**src/hbs_pkg.sv**
```systemverilog
package hbs_pkg;

  // bit positions in configuration words
  localparam int unsigned SUBMODE_AUTO_BIT = 2;
  localparam int unsigned DOUT_BRAKE_BIT = 0;

  // pwm limits
  localparam logic [11:0] PWM_FREQ_MAX_HZ = 12'd2000;
  localparam logic [6:0] PWM_DUTY_MIN = 7'd2;
  localparam logic [6:0] PWM_DUTY_MAX = 7'd100;

  // timing
  localparam int unsigned CLK_FREQ_HZ = 100_000_000;
  localparam int unsigned CLK_PER_MS = CLK_FREQ_HZ / 1000;

  // reset values
  localparam logic [11:0] PWM_FREQ_RST = 12'h3E8;
  localparam logic [6:0] PWM_DUTY_RST = 7'h64;

  typedef struct packed {
    logic [15:0] rel_dly1_ms;
    logic [15:0] rel_dly2_ms;
    logic [15:0] eng_dly1_ms;
    logic [15:0] eng_dly2_ms;
  } hbs_timing_s;

  typedef struct packed {
    logic [11:0] freq_hz;
    logic [6:0] duty_pct;
  } hbs_pwm_s;

  // gray codes along the release then engage path, except the ST_ENG_HOLD to ST_OFF return
  typedef enum logic [2:0] {
    ST_OFF = 3'b000,
    ST_REL_WAIT = 3'b001,
    ST_REL_HOLD = 3'b011,
    ST_RUN = 3'b010,
    ST_STOPPING = 3'b110,
    ST_ENG_WAIT = 3'b111,
    ST_ENG_HOLD = 3'b101
  } hbs_state_e;

endpackage

```
**src/hbs_pwm.sv**
```systemverilog
`timescale 1ns/1ps
module hbs_pwm
  import hbs_pkg::*;
#(
  parameter int unsigned CLK_HZ = CLK_FREQ_HZ
)
(
  input wire logic clock, // system clock
  input wire logic rst, // synchronous reset
  input wire hbs_pwm_s cfg, // range-checked frequency and duty
  output logic pwm_out // pwm waveform
);

  logic [31:0] period_ff, nxt_period;
  logic [31:0] cnt_ff, nxt_cnt;
  logic [31:0] high_len;
  logic out_ff, nxt_out;

  // divide is slow but cfg changes rarely; period recomputed every cycle
  always_comb
  begin
    nxt_period = (cfg.freq_hz == 12'h000) ? 32'(CLK_HZ / 1)
                 : 32'(CLK_HZ / 32'(cfg.freq_hz));
    high_len = 32'((64'(period_ff) * 64'(cfg.duty_pct)) / 64'd100);
    nxt_cnt = (cnt_ff + 32'd1 >= period_ff) ? 32'd0 : cnt_ff + 32'd1;
    nxt_out = (cfg.duty_pct >= PWM_DUTY_MAX) ? 1'b1
              : (cnt_ff < high_len);
  end

  always_ff @(posedge clock)
  begin
    if (rst)
    begin
      period_ff <= 32'd0;
      cnt_ff <= 32'd0;
      out_ff <= 1'b0;
    end
    else
    begin
      period_ff <= nxt_period;
      cnt_ff <= nxt_cnt;
      out_ff <= nxt_out;
    end
  end

  assign pwm_out = out_ff;

endmodule

```
**src/hbs_brake.sv**
```systemverilog
`timescale 1ns/1ps
module hbs_brake
  import hbs_pkg::*;
#(
  parameter int unsigned TICKS_PER_MS = CLK_PER_MS
)
(
  input wire logic CLOCK, // 100 MHz system clock
  input wire logic RST, // synchronous reset, active high
  input wire logic [15:0] SUBMODE, // drive submode setting
  input wire logic [15:0] DOUT_WORD, // special-function output bits
  input wire logic OVR_MASK, // manual override enable for brake
  input wire logic OVR_VALUE, // manual override brake value
  input wire logic RUN_REQ, // power state machine wants drive-running
  input wire logic STANDSTILL, // motor reports standstill
  input wire hbs_timing_s TIMING, // four wait intervals in ms
  input wire logic CFG_WE, // write strobe for pwm settings
  input wire hbs_pwm_s CFG_WDATA, // requested pwm settings
  output logic CFG_ERR, // last pwm write refused
  output hbs_pwm_s PWM_CFG, // active pwm settings
  output logic BRAKE_OUT, // brake on (energised = released)
  output logic CURRENT_EN, // motor current enable
  output logic MOTION_OK, // motion commands accepted
  output logic STOP_REQ // request to bring motor to standstill
);

  // ----------------------------------------------------------------
  // configuration
  // ----------------------------------------------------------------
  hbs_pwm_s pwm_cfg_ff, nxt_pwm_cfg;
  logic cfg_err_ff, nxt_cfg_err;
  logic cfg_ok;

  always_comb
  begin
    cfg_ok = (CFG_WDATA.freq_hz <= PWM_FREQ_MAX_HZ)
             && (CFG_WDATA.duty_pct >= PWM_DUTY_MIN)
             && (CFG_WDATA.duty_pct <= PWM_DUTY_MAX);
    nxt_pwm_cfg = pwm_cfg_ff;
    nxt_cfg_err = cfg_err_ff;
    if (CFG_WE)
    begin
      nxt_cfg_err = !cfg_ok;
      if (cfg_ok)
        nxt_pwm_cfg = CFG_WDATA;
    end
  end

  always_ff @(posedge CLOCK)
  begin
    if (RST)
    begin
      pwm_cfg_ff <= '{freq_hz: PWM_FREQ_RST, duty_pct: PWM_DUTY_RST};
      cfg_err_ff <= 1'b0;
    end
    else
    begin
      pwm_cfg_ff <= nxt_pwm_cfg;
      cfg_err_ff <= nxt_cfg_err;
    end
  end

  // ----------------------------------------------------------------
  // sequencer
  // ----------------------------------------------------------------
  hbs_state_e state_ff, nxt_state;
  logic [15:0] ms_ff, nxt_ms;
  logic [31:0] tick_ff, nxt_tick;
  logic expired;

  function automatic logic [15:0] load_dly(input logic [15:0] ms);
    load_dly = ms;
  endfunction

  assign expired = (ms_ff == 16'h0000);

  always_comb
  begin
    nxt_state = state_ff;
    nxt_ms = ms_ff;
    nxt_tick = tick_ff;
    // ms prescaler; one ms decrement per TICKS_PER_MS cycles
    if (!expired)
    begin
      if (tick_ff + 32'd1 >= 32'(TICKS_PER_MS))
      begin
        nxt_tick = 32'd0;
        nxt_ms = ms_ff - 16'h0001;
      end
      else
        nxt_tick = tick_ff + 32'd1;
    end
    unique case (state_ff)
      ST_OFF:
        if (RUN_REQ)
        begin
          nxt_state = ST_REL_WAIT;
          nxt_ms = load_dly(TIMING.rel_dly1_ms);
          nxt_tick = 32'd0;
        end
      ST_REL_WAIT:
        if (!RUN_REQ)
        begin
          nxt_state = ST_ENG_HOLD;
          nxt_ms = load_dly(TIMING.eng_dly2_ms);
          nxt_tick = 32'd0;
        end
        else if (expired)
        begin
          nxt_state = ST_REL_HOLD;
          nxt_ms = load_dly(TIMING.rel_dly2_ms);
          nxt_tick = 32'd0;
        end
      ST_REL_HOLD:
        if (!RUN_REQ)
          nxt_state = ST_STOPPING;
        else if (expired)
          nxt_state = ST_RUN;
      ST_RUN:
        if (!RUN_REQ)
          nxt_state = ST_STOPPING;
      ST_STOPPING:
        if (STANDSTILL)
        begin
          nxt_state = ST_ENG_WAIT;
          nxt_ms = load_dly(TIMING.eng_dly1_ms);
          nxt_tick = 32'd0;
        end
      ST_ENG_WAIT:
        if (expired)
        begin
          nxt_state = ST_ENG_HOLD;
          nxt_ms = load_dly(TIMING.eng_dly2_ms);
          nxt_tick = 32'd0;
        end
      ST_ENG_HOLD:
        if (expired)
          nxt_state = ST_OFF;
      default:
        nxt_state = ST_OFF;
    endcase
  end

  always_ff @(posedge CLOCK)
  begin
    if (RST)
    begin
      state_ff <= ST_OFF;
      ms_ff <= 16'h0000;
      tick_ff <= 32'd0;
    end
    else
    begin
      state_ff <= nxt_state;
      ms_ff <= nxt_ms;
      tick_ff <= nxt_tick;
    end
  end

  // ----------------------------------------------------------------
  // outputs
  // ----------------------------------------------------------------
  logic pwm_wave;
  logic auto_rel, brake_cmd;
  logic brake_ff, nxt_brake;
  logic cur_ff, nxt_cur, mot_ff, nxt_mot, stop_ff, nxt_stop;

  hbs_pwm #(.CLK_HZ(CLK_FREQ_HZ)) u_pwm (
    .clock(CLOCK),
    .rst(RST),
    .cfg(pwm_cfg_ff),
    .pwm_out(pwm_wave)
  );

  always_comb
  begin
    // released from end of first release wait until end of first engage wait
    auto_rel = (state_ff == ST_REL_HOLD) || (state_ff == ST_RUN)
               || (state_ff == ST_STOPPING) || (state_ff == ST_ENG_WAIT);
    brake_cmd = SUBMODE[SUBMODE_AUTO_BIT] ? auto_rel
                : DOUT_WORD[DOUT_BRAKE_BIT];
    if (OVR_MASK)
      brake_cmd = OVR_VALUE;
    nxt_brake = brake_cmd && pwm_wave;
    nxt_cur = (state_ff != ST_OFF);
    nxt_mot = (state_ff == ST_RUN);
    nxt_stop = (state_ff == ST_STOPPING);
  end

  always_ff @(posedge CLOCK)
  begin
    if (RST)
    begin
      brake_ff <= 1'b0;
      cur_ff <= 1'b0;
      mot_ff <= 1'b0;
      stop_ff <= 1'b0;
    end
    else
    begin
      brake_ff <= nxt_brake;
      cur_ff <= nxt_cur;
      mot_ff <= nxt_mot;
      stop_ff <= nxt_stop;
    end
  end

  assign BRAKE_OUT = brake_ff;
  assign CURRENT_EN = cur_ff;
  assign MOTION_OK = mot_ff;
  assign STOP_REQ = stop_ff;
  assign CFG_ERR = cfg_err_ff;
  assign PWM_CFG = pwm_cfg_ff;

  // ----------------------------------------------------------------
  // checks
  // ----------------------------------------------------------------
  a_auto_engaged: assert property (@(posedge CLOCK) disable iff (RST)
    (SUBMODE[SUBMODE_AUTO_BIT] && !OVR_MASK && state_ff == ST_OFF)
    |=> !BRAKE_OUT)
    else $error("brake released outside running sequence");
  a_manual_bit: assert property (@(posedge CLOCK) disable iff (RST)
    (!SUBMODE[SUBMODE_AUTO_BIT] && !OVR_MASK && !DOUT_WORD[DOUT_BRAKE_BIT])
    |=> !BRAKE_OUT)
    else $error("manual brake bit ignored");
  a_release_order: assert property (@(posedge CLOCK) disable iff (RST)
    (state_ff == ST_OFF && RUN_REQ) |=> state_ff == ST_REL_WAIT
    ##1 CURRENT_EN)
    else $error("current not enabled first");
  a_motion_late: assert property (@(posedge CLOCK) disable iff (RST)
    $rose(MOTION_OK) |-> $past(state_ff) == ST_RUN
    && $past(state_ff, 2) == ST_REL_HOLD && $past(expired, 2))
    else $error("motion accepted before delays");
  a_engage_order: assert property (@(posedge CLOCK) disable iff (RST)
    (state_ff == ST_ENG_HOLD) |=> CURRENT_EN)
    else $error("current off before engage delay");
  a_freq_refused: assert property (@(posedge CLOCK) disable iff (RST)
    (CFG_WE && CFG_WDATA.freq_hz > PWM_FREQ_MAX_HZ)
    |=> CFG_ERR && $stable(PWM_CFG))
    else $error("frequency above limit accepted");
  a_duty_range: assert property (@(posedge CLOCK) disable iff (RST)
    PWM_CFG.duty_pct >= PWM_DUTY_MIN && PWM_CFG.duty_pct <= PWM_DUTY_MAX)
    else $error("duty out of range");
  a_full_duty: assert property (@(posedge CLOCK) disable iff (RST)
    (pwm_cfg_ff.duty_pct == PWM_DUTY_MAX && OVR_MASK && OVR_VALUE)[*3]
    |-> BRAKE_OUT)
    else $error("full duty output pulses");
  a_override: assert property (@(posedge CLOCK) disable iff (RST)
    (OVR_MASK && !OVR_VALUE) |=> !BRAKE_OUT)
    else $error("override not honoured");
  a_wait_count: assert property (@(posedge CLOCK) disable iff (RST)
    (state_ff == ST_ENG_WAIT && !expired) |=> state_ff == ST_ENG_WAIT)
    else $error("step advanced before expiry");

endmodule

```
**config.mk**
```make
export PLATFORM = sky130hd
export DESIGN_NAME = hbs_brake
export DESIGN_NICKNAME = d
export VERILOG_FILES = /design/src/hbs_pkg.sv /design/src/hbs_pwm.sv /design/src/hbs_brake.sv
export SDC_FILE = /design/constraint.sdc
export NUM_CORES = 2
export LEC_CHECK = 0
export ABC_AREA = 1
export ABC_CLOCK_PERIOD_IN_PS = 79800
export BUFFER_PORTS_ARGS = -buffer_cell sky130_fd_sc_hd__clkbuf_2
export CAP_MARGIN = 20
export CELL_PAD_IN_SITES_DETAIL_PLACEMENT = 2
export CELL_PAD_IN_SITES_GLOBAL_PLACEMENT = 2
export CORE_UTILIZATION = 36
export CTS_BUF_LIST = sky130_fd_sc_hd__clkbuf_4 sky130_fd_sc_hd__clkbuf_8 sky130_fd_sc_hd__clkbuf_16
export DETAILED_ROUTE_END_ITERATION = 6
export GPL_TIMING_DRIVEN = 0
export PLACE_DENSITY_LB_ADDON = 0.1
export SYNTH_ARGS = -nofsm -noshare
export SYNTH_HDL_FRONTEND = slang
export SYNTH_SLANG_ARGS = --single-unit
```
**constraint.sdc**
```tcl
create_clock -name CLOCK -period 79.8 [get_ports CLOCK]
set_clock_uncertainty 0.05 [all_clocks]
set_input_delay 3.99 -clock CLOCK [delete_from_list [all_inputs] [get_ports CLOCK]]
set_output_delay 3.99 -clock CLOCK [all_outputs]
set_load 0.02 [all_outputs]
```
**Word level (Yosys, flattened, before mapping)**

Cells that the tools add are included.

- Register bits: 140
- Output and inout bits: 24

- Add/subtract/negate cells: 3
- Multiply operators: 1
- Div/mod/pow operators: 2
- $lt $le $gt $ge: 7
- Equality and inequality tests: 13
- Multiplexer cells: 29
- Reductions and logical operators: 15

Operators with widths:

| kind | count |
|---|---|
| 32-bit two-way mux | 6 |
| 32-bit one-hot mux with 4 select lines | 1 |
| 16-bit two-way mux | 7 |
| 32-bit by 1-bit adder with 32-bit output, second input constant | 2 |
| 39-bit by 7-bit divider with 64-bit output, second input constant | 1 |
| 16-bit one-hot mux with 4 select lines | 1 |
| 32-bit by 7-bit multiplier with 39-bit output | 1 |
| 27-bit by 12-bit divider with 32-bit output, first input constant | 1 |
| 32-bit by 17-bit >= comparator with 1-bit output, second input constant | 1 |
| 32-bit >= comparator | 1 |
| 32-bit < comparator | 1 |
| 27-bit two-way mux | 1 |
| 3-bit two-way mux | 9 |
| 3-bit one-hot mux with 7 select lines | 1 |
| 16-bit zero test | 1 |
| 16-bit by 1-bit subtractor with 16-bit output, second input constant | 1 |
| 12-bit by 11-bit less-or-equal comparator with 1-bit output, second input constant | 1 |
| 12-bit zero test | 1 |
| 2-bit != test, second input constant | 5 |
| 3-bit == test, second input constant | 3 |
| 7-bit by 2-bit >= comparator with 1-bit output, second input constant | 1 |
| 7-bit >= comparator, second input constant | 1 |
| 7-bit less-or-equal comparator, second input constant | 1 |
| 7-bit AND reduction | 1 |
| other kinds (11) | 20 |

**Depth between registers and ports, before layout**

- Depth in word-level cells: 7
- Mapped depth: 504
- Gate-level depth less buffers: 465

**Hierarchy**

From an unflattened synthesis, not the netlist that was laid out.

- Cells, all modules: 7,686
- Area total of the unflattened synthesis: 43,694.4 um2

By module, submodules not included:

| module | times used | cells each | area each (um2) |
|---|---|---|---|
| hbs_pwm | 1 | 6,677 | 38,011.5 |
| hbs_brake | 1 | 1,009 | 5,683.0 |

**Worst setup path after synthesis**

OpenSTA, ideal clock, no wires.

- Kind: reg2reg
- From: reg pwm_cfg_ff, in the netlist PWM_CFG[7]
- To: reg u_pwm.period_ff[0]
- Library setup time: 0.114 ns
- Arrival time: 65.724 ns
- Data required time: 79.636 ns
- Setup slack: 13.911 ns
- Cell stages (with the launch flop): 488
- Buffers on the path: 47
- Period minus slack after synthesis: 65.889 ns
- Cell sequence: dfxtp_1 inv_1 clkbuf_8 clkbuf_1 clkbuf_1 ha_1 buf_4 nand2_1 nor3_4 inv_1 nor2_1 ha_1 nand2_1 nand2_1 nand3_4 clkinv_2 nand2_1 nand2_1 [452 not listed] nor2_4 nand3_4 buf_6 inv_2 buf_4 nand2_1 o21ai_1 ha_1 nand2_1 nor2_1 a211oi_1 nand2_1 nand2_1 nand2_1 nand3_1 nand2_1 nor2_1 nor2_1

- Word-level cells in the longest chain between the ends: 2
- Elaborated cells between the ends (all ways): 3
- Classes of those cells: 1 x div; 2 x reduce/logical

Ends and longest elaborated chain:

| what | RTL line | text |
|---|---|---|
| start: declaration | hbs_brake.sv:30 | `hbs_pwm_s pwm_cfg_ff, nxt_pwm_cfg;` |
| start signal: assignment | hbs_brake.sv:53 | `pwm_cfg_ff <= '{freq_hz: PWM_FREQ_RST, duty_pct: PWM_DUTY_RST};` |
| start signal: assignment | hbs_brake.sv:58 | `pwm_cfg_ff <= nxt_pwm_cfg;` |
| branches (longest 2 deep; another with 27-bit by 12-bit divider with 32-bit output) | n/a |  |
| end signal: assignment | hbs_pwm.sv:40 | `period_ff <= nxt_period;` |
| end: declaration | hbs_pwm.sv:14 | `logic [31:0] period_ff, nxt_period;` |

Parallel ways; which one is timed is not known.
A chain may end at the register's enable or synchronous reset.

**Worst setup path after layout**

Ends and elaborated chain as after synthesis.

==> results list <==
- Area of the mapped netlist: 0.0440 sq mm
- Routed wire per std cell: 19.6 um
- The slowest stage of the critical path belongs to the cell sky130_fd_sc_hd__dfxtp_2.
* Crit path launch type: register
- Data required time at the worst endpoint: 80.15 ns
- Number of buffers created by CTS: 17
- Post-route DRC violation count: 0
* Overall die height: 352 um
* Proportion of register bits with asynchronous set or reset after synthesis: 0%
* Post-synthesis instance total: 7327
- The number of antenna violations at the first check in global routing is 6.
- Worst-Margin Slew: 1.17 ns
- Share of Yosys cell area claimed by the top area cell type: 16.1%
- For this run, the number of Yosys warnings is 0.
- The path class of the tightest hold or removal check is register to register.
* Sequential cell area fraction in the yosys report: 6.37%
- Wire length after detailed routing: 179000 um
- Via count: 48800
- The via count of the first global-routing pass is 53000.
* Sink count of the clock tree: 140
* Die Area: 0.124 sq mm
- Input and output buffers added on the ports amount to 113.
- Clock latency on the worst-skew pair, taken at its later pin, is 0.52 ns.
- Counting along the longest clock path gives a buffer depth of 2.
* Final Hold Fails: 0
- Final setup viols: 0
* Post-layout nets: 8209
* Pins over their slew limit: 0
- Number of search-and-repair iterations in the first detailed-routing pass: 5
- Commonest cells after routing, fill and taps aside: sky130_fd_sc_hd__nand2_1, sky130_fd_sc_hd__inv_1, sky130_fd_sc_hd__nor2_1, sky130_fd_sc_hd__nand3_1, sky130_fd_sc_hd__ha_1
- The floorplan has 127 rows.
* Critical path buffers and inverters: 100
* Critical path's top delay family: compound AO/OA/AOI/OAI gates
* Area Growth Syn to Fin: 9.98%
- At the worst endpoint, the arrival time is 74.48 ns.
- Mean instance size in the synthesized netlist: 6.00 sq um
* Highest metal used: met4
- After layout, the worst path uses 92.9% of the clock period.
- The worst setup path is of the register to register kind.
- Routed length on met3: 4570 um
- Entering global routing, the biggest net connects 33 pins.
* Post-synth top flop: sky130_fd_sc_hd__dfxtp_1
* Clock-pin slew on the worst setup and hold paths: 0.07 ns
- Yosys attributes the largest share of cell area to sky130_fd_sc_hd__nand2_1, sky130_fd_sc_hd__ha_1, sky130_fd_sc_hd__inv_1.
- Fmax: 0.0135 GHz
- Post-Place Cell Area: 0.0467 sq mm
- The routed design uses 88300 um of met2 wire.
* Post-layout min period: 74.13 ns
- Yosys mapped the design onto 93 distinct sky130hd cell types.
- Area inside the core boundary: 0.121 sq mm
- Global routing used 28.3% of the available tracks across all layers.
* Final global-route overflow total: 0
* Maximum fanout encountered on the critical timing path: 13
* Post-detailed-route count of antenna-violating nets: 0
* Count of flip-flops with a built-in enable after synthesis: 0
* Initial cell density of the core: 36.5%
- Once layout is done, the placed cells without fillers occupy 0.0484 sq mm.
- The worst setup path is captured at a register.
- For this block, wires on met1 add up to 82100 um.
- X dimension of the die: 352 um
- Detailed placement HPWL: 150000 um
* Number of synthesized register bits: 140
* Outcome: finished, final reports clean
- Boundary pin count: 146
- Slew HR: 21.6%
- Among the stages of the critical path, the cell type that occurs most often is sky130_fd_sc_hd__nand2_1.
* Placer Congestion: 0.921
- For this run, the slowest stage of the critical path takes 0.40 ns.
- After clock tree synthesis, the flow added hold-fix buffers numbering 0.
- Synth area leader: sky130_fd_sc_hd__nand2_1
* First-pass GRT wire length: 282000 um
- The library cell used most frequently in the layout, excluding fill and tap cells, is sky130_fd_sc_hd__nand2_1.
- The cell sitting at the root of the clock tree is a sky130_fd_sc_hd__clkbuf_16.
- After detailed routing, the number of vias per cell comes to 5.33.
- Fraction of final layout cells with drive strength greater than 1: 13.5%
- The tool flagged a number of max-cap violations equal to 0.
- The first routing iteration left 1899 violations.
- CTS tree: yes
* Max H-tree Level: 4
* Diode count: 0
==> logic make-up (layout without fill, tap and decap cells) <==
group | count (synthesis) | after routing | synth area share (%)
other cells | 1 | 2 | 0.00852
buf+inv | 1450 | 1659 | 13.5
flops | 140 | 140 | 6.37
mux | 2 | 2 | 0.0455
fa+ha+maj | 561 | 561 | 18.5
compound gates | 1106 | 1106 | 14.4
xor+xnor | 412 | 412 | 8.27
simple gates | 3655 | 3655 | 38.9
==> tightest hold or removal path, delay by kind of cell, from the launching register on <==
kind          cells  cell delay, ns
simple gates      2            0.09
flops             1            0.32
==> what timing repair did <==
item,4_1_cts,5_1_grt
gates resized for setup,52,177
setup buffers,9,51
pin swaps,5,37
endpoints found under the setup margin,4,3
==> Yosys cell counts (62+ instances only) <==
library cell	number
sky130_fd_sc_hd__inv_2	84
sky130_fd_sc_hd__xnor2_1	133
sky130_fd_sc_hd__ha_1	412
sky130_fd_sc_hd__nand3_1	428
sky130_fd_sc_hd__o21bai_1	62
sky130_fd_sc_hd__nand4_1	140
sky130_fd_sc_hd__inv_1	1167
sky130_fd_sc_hd__fa_1	149
sky130_fd_sc_hd__nor2_1	583
sky130_fd_sc_hd__clkbuf_1	101
sky130_fd_sc_hd__nand2_1	1881
sky130_fd_sc_hd__a21oi_1	412
sky130_fd_sc_hd__nand2_2	187
sky130_fd_sc_hd__nor2_2	71
sky130_fd_sc_hd__xor2_1	275
sky130_fd_sc_hd__o21ai_0	388
sky130_fd_sc_hd__dfxtp_1	140
sky130_fd_sc_hd__nor3_1	95
==> area by class of cell <==
cell class              instances  area (sq um)
clock buffers                  21           474
well taps                    1612          2020
inverters                    1299          5000
multi-input cells            5738         35800
repair buffers                180          1160
fillers                     15400         72200
plain buffers                 150          1040
flip-flops and latches        140          2810
clock inverters                 9           114
==> sequential cells by signal (all words and copies together), names as in the netlist <==
register         cells
PWM_CFG             19
CURRENT_EN           1
u_pwm.cnt_ff        32
MOTION_OK            1
CFG_ERR              1
u_pwm.period_ff     32
BRAKE_OUT            1
state_ff             3
STOP_REQ             1
u_pwm.pwm_out        1
tick_ff             32
ms_ff               16
==> through the flow <==
| step | instances | setup TNS, ns | setup slack (ns) | utilization (%) | hold WS, ns |
|---|---|---|---|---|---|
| after CTS | 9098 | 0 | 0.188 | 39.4 | 0.412 |
| after floorplan | 7328 | 0 | 13.91 | - | 0.352 |
| after global routing | 9149 | -0.622 | -0.622 | 40.1 | 0.413 |
| final | 9149 | 0 | 5.67 | 40.1 | 0.397 |
| after detailed placement | 9060 | -17.34 | -7.91 | 38.7 | 0.401 |
| after global placement | 9053 | -7.36 | -4.42 | 38.6 | 0.390 |
==> final timing paths <==
path / from / endpoint / slack [ns] / depth (start not counted)
max: PWM_CFG[7]$_SDFFE_PP0P_ / u_pwm.period_ff[0]$_SDFF_PP0_ / 5.67 / 496
min: u_pwm.pwm_out$_SDFF_PP0_ / BRAKE_OUT$_SDFF_PP0_ / 0.40 / 2
max reg2reg: PWM_CFG[7]$_SDFFE_PP0P_ / u_pwm.period_ff[0]$_SDFF_PP0_ / 5.67 / 496
min reg2reg: u_pwm.pwm_out$_SDFF_PP0_ / BRAKE_OUT$_SDFF_PP0_ / 0.40 / 2
==> routing by layer <==
layer | vias to the layer above | global-route usage [%]
met2 | 581 | 51.3
met1 | 24300 | 36.3
met5 | - | 0
met3 | 180 | 1.70
li1 | 23800 | -
met4 | 0 | 6.89
Power is not shown: default switching activity piles up to over one toggle a cycle in this logic, so the estimate is an artifact.
